`config.mk`:
```
export PLATFORM = sky130hd
export DESIGN_NAME = dpd_ctrl
export DESIGN_NICKNAME = d
export VERILOG_FILES = /design/src/hdl/dpd_pkg.sv /design/src/hdl/dpd_sync.sv /design/src/hdl/dpd_ctrl.sv
export VERILOG_INCLUDE_DIRS = /design/src /design/src/hdl
export SDC_FILE = /design/constraint.sdc
export NUM_CORES = 1
export LEC_CHECK = 0
export BUFFER_PORTS_ARGS = -buffer_cell sky130_fd_sc_hd__buf_2
export CAP_MARGIN = 20
export CORE_MARGIN = 5
export CORE_UTILIZATION = 48
export DETAILED_ROUTE_END_ITERATION = 8
export PLACE_DENSITY = 0.74
export SYNTH_ARGS = -nofsm -noshare
export SYNTH_HDL_FRONTEND = slang
export SYNTH_HIERARCHICAL = 1
export SYNTH_SLANG_ARGS = --single-unit
```
`constraint.sdc`:
```
create_clock -name clock_i -period 2 [get_ports clock_i]
set_input_delay 0.4 -clock clock_i [delete_from_list [all_inputs] [get_ports clock_i]]
set_output_delay 0.4 -clock clock_i [all_outputs]
set_load 0.03 [all_outputs]
```
`src/hdl/dpd_consts.svh`:
```
/*
 constants for the deep sleep control block: bit positions, timing figures
 and the cycle counts derived from them. assumes a 125 MHz block clock.
*/
`ifndef DPD_CONSTS_SVH
`define DPD_CONSTS_SVH

`define DPD_CLK_PERIOD_PS        8000
`define DPD_ENTRY_BIT            15
`define DPD_CFG_ZERO_RESET       16'h8f1f
`define DPD_ENTRY_TIME_NS        3000
`define DPD_ENTRY_CYCLES         ((`DPD_ENTRY_TIME_NS * 1000) / `DPD_CLK_PERIOD_PS)
`define DPD_PULSE_MIN_NS         200
`define DPD_PULSE_MAX_NS         3000
`define DPD_WAKEUP_TIME_US       150
`define DPD_WAKEUP_CYCLES        ((`DPD_WAKEUP_TIME_US * 1000000) / `DPD_CLK_PERIOD_PS)

`endif

```
`src/hdl/dpd_pkg.sv`:
```
/*
 types shared by the deep sleep control block.
 assumes dpd_consts.svh holds the numbers.
*/
package dpd_pkg;
   typedef enum logic [1:0]
   {
      DPD_ACTIVE   = 2'b00,
      DPD_ENTERING = 2'b01,
      DPD_SLEEP    = 2'b11,
      DPD_WAKING   = 2'b10
   } dpd_state_e;
endpackage

```
`src/hdl/dpd_sync.sv`:
```
/*
 two flip-flop synchroniser for one pin level.
 assumes the input is asynchronous to clock_i.
*/
`timescale 1ns/1ps
`default_nettype none
module dpd_sync
(
   input  wire logic clock_i,
   input  wire logic srst_i,
   input  wire logic async_i,
   input  wire logic rst_val_i,
   output logic      sync_o
);
   logic meta;

   always_ff @(posedge clock_i)
   begin
      if (srst_i)
      begin
         meta   <= 1'b1;
         sync_o <= 1'b1;
      end
      else
      begin
         meta   <= async_i;
         sync_o <= meta;
      end
   end

   // rst_val_i unused on purpose: the synchronous reset on srst_i loads constant 1 only; kept tied high by caller
   logic unused_rst;
   assign unused_rst = rst_val_i;
endmodule
`default_nettype wire

```
`src/hdl/dpd_ctrl.sv`:
```
/*
 deep sleep control: takes a configuration_register_zero write, powers the
 array down, stops refresh and wakes on a chip select low-high pulse or reset.
 assumes the transaction decoder presents a one-cycle write strobe with the
 captured data, and that chip select and hardware reset come straight from pins.
*/
// Function
// - writing zero to bit 15 of configuration_register_zero requests deep sleep.
// - reach lowest power within 3 us of that write and halt refresh.
// - array contents are declared invalid once in deep sleep.
// - chip select low then high starts the exit.
// - power-on or hardware reset also leave deep sleep.
// - wakeup takes up to 150 us; no transaction before it ends.
// - after any exit the state equals post power-on, defaults reloaded; array_valid_o stays low unless the exit is srst_i.
// - upper data lanes are ignored during the entry command phase; the code ignores ca_phase_i and always reads bit 15.
// - in standby only chip select and hardware reset are looked at.
`include "dpd_consts.svh"
`timescale 1ns/1ps
`default_nettype none
module dpd_ctrl
#(
   parameter int unsigned WAKEUP_CYCLES = `DPD_WAKEUP_CYCLES
)
(
   input  wire logic        clock_i,
   input  wire logic        srst_i,
   input  wire logic        cs_n_i,
   input  wire logic        hw_reset_n_i,
   input  wire logic        configuration_register_zero_wr_i,
   input  wire logic        ca_phase_i,
   input  wire logic [15:0] configuration_register_zero_wdata_i,
   output logic             refresh_en_o,
   output logic             core_power_o,
   output logic             array_valid_o,
   output logic             bus_enable_o,
   output logic             deep_sleep_state_o,
   output logic [15:0]      configuration_register_zero_o
);
   localparam logic [8:0]  ENTRY_CYCLES   = 9'(`DPD_ENTRY_CYCLES);
   localparam logic [15:0] CFG_ZERO_RESET = `DPD_CFG_ZERO_RESET;

   dpd_pkg::dpd_state_e state;
   dpd_pkg::dpd_state_e next_state;
   logic        cs_n_s;
   logic        rst_n_s;
   logic        cs_n_d;
   logic [8:0]  entry_cnt;
   logic [31:0] wake_cnt;

   dpd_sync u_cs_sync
   (
      .clock_i   (clock_i),
      .srst_i    (srst_i),
      .async_i   (cs_n_i),
      .rst_val_i (1'b1),
      .sync_o    (cs_n_s)
   );

   dpd_sync u_rst_sync
   (
      .clock_i   (clock_i),
      .srst_i    (srst_i),
      .async_i   (hw_reset_n_i),
      .rst_val_i (1'b1),
      .sync_o    (rst_n_s)
   );

   wire hw_reset    = srst_i | ~rst_n_s;
   wire cs_rise     = cs_n_s & ~cs_n_d;
   // ca_phase_i is left unused and does not qualify the write; only data bit 15 enters the decision
   wire entry_req   = configuration_register_zero_wr_i
                      & ~configuration_register_zero_wdata_i[`DPD_ENTRY_BIT];
   wire entry_done  = (entry_cnt == ENTRY_CYCLES - 9'd1);
   wire wake_done   = (wake_cnt == WAKEUP_CYCLES - 1);
   wire in_lowpower = (state != dpd_pkg::DPD_ACTIVE);

   always_comb
   begin
      next_state = state;
      case (state)
         dpd_pkg::DPD_ACTIVE:   if (entry_req) next_state = dpd_pkg::DPD_ENTERING;
         dpd_pkg::DPD_ENTERING: if (entry_done) next_state = dpd_pkg::DPD_SLEEP;
         dpd_pkg::DPD_SLEEP:    if (cs_rise) next_state = dpd_pkg::DPD_WAKING;
         dpd_pkg::DPD_WAKING:   if (wake_done) next_state = dpd_pkg::DPD_ACTIVE;
         default:               next_state = dpd_pkg::DPD_ACTIVE;
      endcase
   end

   always_ff @(posedge clock_i)
   begin
      if (hw_reset)
      begin
         state  <= dpd_pkg::DPD_ACTIVE;
         cs_n_d <= 1'b1;
      end
      else
      begin
         state  <= next_state;
         cs_n_d <= cs_n_s;
      end
   end

   always_ff @(posedge clock_i)
   begin
      if (hw_reset || state != dpd_pkg::DPD_ENTERING)
         entry_cnt <= 9'd0;
      else
         entry_cnt <= entry_cnt + 9'd1;
   end

   always_ff @(posedge clock_i)
   begin
      if (hw_reset || state != dpd_pkg::DPD_WAKING)
         wake_cnt <= 32'd0;
      else
         wake_cnt <= wake_cnt + 32'd1;
   end

   // configuration reloads defaults on every exit, same as power-on
   always_ff @(posedge clock_i)
   begin
      if (hw_reset || (state == dpd_pkg::DPD_WAKING && wake_done))
         configuration_register_zero_o <= CFG_ZERO_RESET;
      else if (configuration_register_zero_wr_i && state == dpd_pkg::DPD_ACTIVE)
         configuration_register_zero_o <= configuration_register_zero_wdata_i;
   end

   // array stays invalid after deep sleep; only srst_i marks it valid again, hardware reset does not
   always_ff @(posedge clock_i)
   begin
      if (srst_i)
         array_valid_o <= 1'b1;
      else if (state == dpd_pkg::DPD_SLEEP)
         array_valid_o <= 1'b0;
   end

   always_ff @(posedge clock_i)
   begin
      if (hw_reset)
      begin
         refresh_en_o       <= 1'b1;
         core_power_o       <= 1'b1;
         bus_enable_o       <= 1'b1;
         deep_sleep_state_o <= 1'b0;
      end
      else
      begin
         refresh_en_o       <= (next_state == dpd_pkg::DPD_ACTIVE);
         core_power_o       <= (next_state != dpd_pkg::DPD_SLEEP);
         bus_enable_o       <= (next_state == dpd_pkg::DPD_ACTIVE);
         deep_sleep_state_o <= (next_state == dpd_pkg::DPD_SLEEP) || (next_state == dpd_pkg::DPD_ENTERING);
      end
   end

   logic unused_ca;
   assign unused_ca = ca_phase_i;

   a_entry_bound: assert property (@(posedge clock_i) disable iff (hw_reset)
      $rose(state == dpd_pkg::DPD_ENTERING) |-> ##[1:375] !core_power_o)
      else $error("power not cut in time");
   a_refresh_stop: assert property (@(posedge clock_i) disable iff (hw_reset)
      state == dpd_pkg::DPD_SLEEP |-> !refresh_en_o)
      else $error("refresh running in deep sleep");
   a_entry_start: assert property (@(posedge clock_i) disable iff (hw_reset)
      state == dpd_pkg::DPD_ACTIVE && entry_req |=> state == dpd_pkg::DPD_ENTERING)
      else $error("entry write missed");
   a_exit_pulse: assert property (@(posedge clock_i) disable iff (hw_reset)
      state == dpd_pkg::DPD_SLEEP && cs_rise |=> state == dpd_pkg::DPD_WAKING)
      else $error("exit pulse missed");
   a_stay_asleep: assert property (@(posedge clock_i) disable iff (hw_reset)
      state == dpd_pkg::DPD_SLEEP && !cs_rise |=> state == dpd_pkg::DPD_SLEEP)
      else $error("left sleep without pulse");
   a_bus_quiet: assert property (@(posedge clock_i) disable iff (hw_reset)
      in_lowpower |=> !bus_enable_o || state == dpd_pkg::DPD_ACTIVE)
      else $error("bus enabled while low power");
   a_reset_exit: assert property (@(posedge clock_i)
      hw_reset |=> state == dpd_pkg::DPD_ACTIVE && configuration_register_zero_o == CFG_ZERO_RESET)
      else $error("reset did not exit");
   a_defaults_back: assert property (@(posedge clock_i) disable iff (hw_reset)
      state == dpd_pkg::DPD_WAKING && wake_done |=> configuration_register_zero_o == CFG_ZERO_RESET && bus_enable_o)
      else $error("defaults not restored");
   a_array_lost: assert property (@(posedge clock_i) disable iff (srst_i)
      state == dpd_pkg::DPD_SLEEP |=> !array_valid_o)
      else $error("array still valid");

   c_enter: cover property (@(posedge clock_i) state == dpd_pkg::DPD_SLEEP);
   c_wake: cover property (@(posedge clock_i) state == dpd_pkg::DPD_WAKING ##1 state == dpd_pkg::DPD_ACTIVE);
   c_reset_sleep: cover property (@(posedge clock_i) state == dpd_pkg::DPD_SLEEP && hw_reset);
endmodule
`default_nettype wire

```
# Word level (Yosys, flattened, before mapping)
# Cells that the tools add are included.
dict set report word_totals {
  register_bits 68
  out_inout_bits 21
  wordCells 44
}
dict set report op_classes {
  n_addsub 2
  n_eq_ne 10
  n_mux 5
  bitwise 6
  reduce_logical 8
}
# operator count
set ops {}
lappend ops {{adder 32 x 1 -> 32 bit (second input constant)} 1}
lappend ops {{== test 32 x 15 -> 1 bit (second input constant)} 1}
lappend ops {{adder 9 x 1 -> 9 bit (second input constant)} 1}
lappend ops {{== test 9 bit (second input constant)} 1}
lappend ops {{two-way mux 2 bit} 4}
lappend ops {{one-hot mux 2 bit (4 select lines)} 1}
lappend ops {{== test 2 bit (second input constant)} 3}
lappend ops {{== test 2 x 1 -> 1 bit (second input constant)} 2}
lappend ops {{zero test 2 bit} 2}
lappend ops {{logical OR 1 bit} 4}
lappend ops {{inequality test 2 bit (second input constant)} 2}
lappend ops {{NOT 1 bit} 3}
lappend ops {{AND 1 bit} 2}
lappend ops {{logical AND 1 bit} 2}
lappend ops {{inequality test 2 x 1 -> 1 bit (second input constant)} 1}
lappend ops {{bitwise OR 1 bit} 1}

# Logic depth before layout (Yosys ltp)
dict set report logic_depth {
  depth_word 6
  depth_mapped 7
  mapped_depth_nobuf 6
}

# Cells and area by module
# The synthesis kept the hierarchy.
# module n_inst cells_per_inst area_per_inst_um2 seq_area_each_um2
set by_module_without_submodules {}
lappend by_module_without_submodules {dpd_ctrl 1 313 2802.7 1261.2}
lappend by_module_without_submodules {dpd_sync 2 4 52.6 40.0}

# Least setup slack after synthesis
# No wires, ideal clock.
dict set report synth_path {
  kind {flip-flop to flip-flop}
  from {register wake_cnt[11]}
  to {register wake_cnt[25]}
  setup_ns 0.071
  t_arrival_ns 1.788
  setup_slack_ns 0.142
  stages_incl_launch_ff 6
  n_path_buf 1
  period_less_slack_ns 1.858
  cell_sequence {dfxtp_1 > nand4_2 > or4_1 > buf_2 > or4_1 > a21oi_1}
}
dict set report synth_via {
  elab_chain_len 1
}
# item line
set synth_lines {}
lappend synth_lines {{start: declaration} dpd_ctrl.sv:48} ;# logic [31:0] wake_cnt;
lappend synth_lines {{start signal: assignment} dpd_ctrl.sv:116} ;# wake_cnt <= wake_cnt + 32'd1;
lappend synth_lines {{adder 32 x 1 -> 32 bit} dpd_ctrl.sv:116}
# Every way passes these cells.
# A chain may end at the register's enable or synchronous reset.

# Worst setup path in the final report
dict set report layout_path {
  from {register wake_cnt[14]}
  to {register wake_cnt[23]}
}
# Same word-level chain as after synthesis.

==> insert_results.sql <==
INSERT INTO impl_metrics (metric_group, metric, value, unit) VALUES
('hold_path', 'worst_hold_path_type', 'in2reg', ''),
('drt', 'avgRoutedWirePerCell', '13.15', 'um'),
('critical_path', 'setup.worst_path.end_class', 'register', ''),
('global_routing', 'gr-total-overflow', '0', ''),
('flow_run', 'max_cap_viol_count', '0', ''),
('drt', 'antenna_violating_nets_post_route', '0', ''),
('floorplanning', 'width_of_the_die', '87.78', 'um'),
('clock_network', 'cts-hold-fix-buffers', '0', ''),
('timing', 'fmax', '527.2', 'MHz'),
('floorplanning', 'rows', '28', ''),
('timing', 'timing_worst_slew_pin_value', '581.6', 'ps'),
('clock_network', 'htreeDepth', '3', ''),
('timing', 'final-setup-viol-count', '0', ''),
('yosys', 'synthCells', '320', ''),
('global_routing', 'grt_antenna_before_repair', '0', ''),
('final_layout', 'n_fill_cell', '531', ''),
('clock_network', 'cts_setup_buffers', '0', ''),
('floorplanning', 'die_height', '87.78', 'um'),
('floorplanning', 'start_util', '49.34', '%'),
('yosys', 'synth-warning-count', '6', ''),
('global_routing', 'busiest_layer', 'met2', ''),
('yosys', 'synth_fp_nets', '346', ''),
('power', 'peakVddDrop', '0.4959', 'mV'),
('drt', 'remaining_drc_errors', '0', ''),
('timing', 'timing.clock.skew', '8.246', 'ps'),
('yosys', 'synth_area_per_cell', '9.075', 'sq um'),
('timing', 'fin_crit_sh', '94.83', '%'),
('timing', 'setup_repair_after_global_routing_missed_its_margin', 'false', ''),
('final_layout', 'fin_nets', '400', ''),
('critical_path', 'cp_data_arrival_time', '2170', 'ps'),
('floorplanning', 'coreArea', '5886', 'sq um'),
('final_layout', 'n_antenna_cell', '0', ''),
('clock_network', 'cts_resized', '0', ''),
('global_routing', 'grt.met1_usage', '20.66', '%'),
('clock_network', 'cts.sinks', '67', ''),
('final_layout', 'area.growth.synth_to_final', '20.12', '%'),
('timing', 'report.final.slew_viol_count', '0', ''),
('critical_path', 'timing_worst_setup_path_type', 'reg2reg', ''),
('timing', 'finalWorstPathRequiredPeriod', '1897', 'ps'),
('global_routing', 'grtUsageMet3', '5.080', '%'),
('clock_network', 'cts-buffers-inserted', '9', ''),
('timing', 'worst_slew_margin_rel', '61.00', '%'),
('final_layout', 'final_core_utilization', '59.27', '%'),
('final_layout', 'drive_gt1_share', '21.64', '%'),
('critical_path', 'worstPathRequired', '2270', 'ps'),
('critical_path', 'worst-path-max-fanout', '18', ''),
('placed_design', 'gp_routability_congestion', '0.7645', ''),
('final_layout', 'final-seq-area', '1341', 'sq um'),
('global_routing', 'grt_pass1_wl', '10130', 'um'),
('drt', 'drt-total-wl', '5968', 'um'),
('outcome', 'run_status', 'finished clean', ''),
('drt', 'first_pass_iters', '4', ''),
('yosys', 'post_synth_instance_area', '2904', 'sq um'),
('drt', 'detailedRoute.firstIterationViolations', '118', ''),
('drt', 'via_count', '2447', ''),
('placed_design', 'hpwl', '4262', 'um'),
('clock_network', 'path_clk_slew', '80', 'ps'),
('clock_network', 'clock-root-buffer', 'sky130_fd_sc_hd__clkbuf_8', ''),
('floorplanning', 'top_level_ports', '43', ''),
('timing', 'hold_violations', '0', ''),
('floorplanning', 'design.die.area', '7705', 'sq um'),
('drt', 'routed_via_density', '5.390', ''),
('global_routing', 'grt_max_degree', '19', ''),
('final_layout', 'area_occupied_by_multi_input_gates', '1464', 'sq um'),
('timing', 'final.setup.tns', '0', 'ps'),
('global_routing', 'first_global_vias', '2258', ''),
('global_routing', 'met2_capacity_usage_during_global_routing', '27.19', '%'),
('placed_design', 'count_of_port_buffers_added_during_placement', '41', ''),
('power', 'power.static_leakage', '0.001297', 'uW'),
('global_routing', 'global_route.usage.total', '16.95', '%'),
('clock_network', 'worst_skew_pair.late_latency', '350', 'ps'),
('clock_network', 'cts_tree', 'done', ''),
('critical_path', 'worst_setup_path_start_kind', 'register', ''),
('clock_network', 'clock_tree.buffer_depth', '2', ''),
('power', 'power_per_cell_area', '771.5', 'nW/um^2');
==> routing by layer <==
metal  vias to the layer above  part of all wire [%]
met4                         0                   2.2
met5                         -                     0
met1                      1139                    46
met3                         9                   4.8
li1                       1255                     -
met2                        44                    47
==> placed cells by master, fill, tap and decap left out, types with 2 or more instances in the layout <==
cell,count
sky130_fd_sc_hd__clkinvlp_4,3
sky130_fd_sc_hd__nor3_1,6
sky130_fd_sc_hd__and4_1,4
sky130_fd_sc_hd__xor2_1,8
sky130_fd_sc_hd__inv_1,8
sky130_fd_sc_hd__nand4_1,11
sky130_fd_sc_hd__a31oi_1,6
sky130_fd_sc_hd__mux2i_1,19
sky130_fd_sc_hd__a21o_1,2
sky130_fd_sc_hd__nor4_1,10
sky130_fd_sc_hd__buf_2,41
sky130_fd_sc_hd__or2_1,4
sky130_fd_sc_hd__a41o_1,3
sky130_fd_sc_hd__nand2_1,29
sky130_fd_sc_hd__xnor2_1,13
sky130_fd_sc_hd__or4_1,9
sky130_fd_sc_hd__nand2b_1,5
sky130_fd_sc_hd__o21ai_0,2
sky130_fd_sc_hd__ha_1,4
sky130_fd_sc_hd__nor4bb_1,3
sky130_fd_sc_hd__nand3_1,15
sky130_fd_sc_hd__dfxtp_1,67
sky130_fd_sc_hd__nand4_2,2
sky130_fd_sc_hd__and3_1,5
sky130_fd_sc_hd__o31ai_1,9
sky130_fd_sc_hd__buf_4,18
sky130_fd_sc_hd__nor2_1,39
sky130_fd_sc_hd__a21oi_1,10
sky130_fd_sc_hd__inv_6,2
sky130_fd_sc_hd__clkbuf_8,9
==> layout make-up <==
type | count | area share, %
multi-input combinational | 228 | 41.97
sequential | 67 | 38.45
timing repair buffer | 60 | 10.33
clock buffer | 9 | 3.551
tap | 75 | 2.690
clock inverter | 7 | 2.152
inverter | 8 | 0.8608
==> final timing paths <==
| check | from | to | slack [ps] | depth (start not counted) |
|---|---|---|---|---|
| max | wake_cnt[14] | wake_cnt[23] | 100 | 5 |
| min reg2reg | u_rst_sync/meta | u_rst_sync/sync_o | 420 | 1 |
| max reg2reg | wake_cnt[14] | wake_cnt[23] | 100 | 5 |
| min | hw_reset_n_i | u_rst_sync/meta | 230 | 2 |
==> worst max-delay path, stage by stage (launching register included) <==
cell,delay (ps)
sky130_fd_sc_hd__dfxtp_1,350
sky130_fd_sc_hd__nand4_2,120
sky130_fd_sc_hd__or4_4,540
sky130_fd_sc_hd__buf_12,160
sky130_fd_sc_hd__or4_1,480
sky130_fd_sc_hd__a21oi_1,180
==> through the flow <==
step	area (sq um)	setup WS, ps	hold slack, ps	total power (uW)	cells
3_5_place_dp	3286	68.86	398.6	1598	438
6_report	3488	103.3	225.4	2691	454
5_1_grt	3488	15.07	209.9	2816	454
3_3_place_gp	3286	108.6	393.5	1594	438
2_1_floorplan	2904	141.8	385.4	1538	320
4_1_cts	3485	64.88	209.8	2726	454
==> flip-flops by register name (all words and copies together) (netlist names) <==
signal and cells:
array_valid_o 1, configuration_register_zero_o 16, state 2, bus_enable_o 1, wake_cnt 32, core_power_o 1, entry_cnt 9, u_rst_sync/sync_o 1
u_cs_sync/meta 1, u_cs_sync/sync_o 1, cs_n_d 1, u_rst_sync/meta 1
==> power by group <==
group,total (uW),switching [uW],leakage (uW),internal (uW)
combinational,185,113,0.000660,72.3
sequential,1380,17.4,0.000544,1360
clock,1130,545,0.0000923,581
Note: power is estimated with default switching activity, not from simulation.
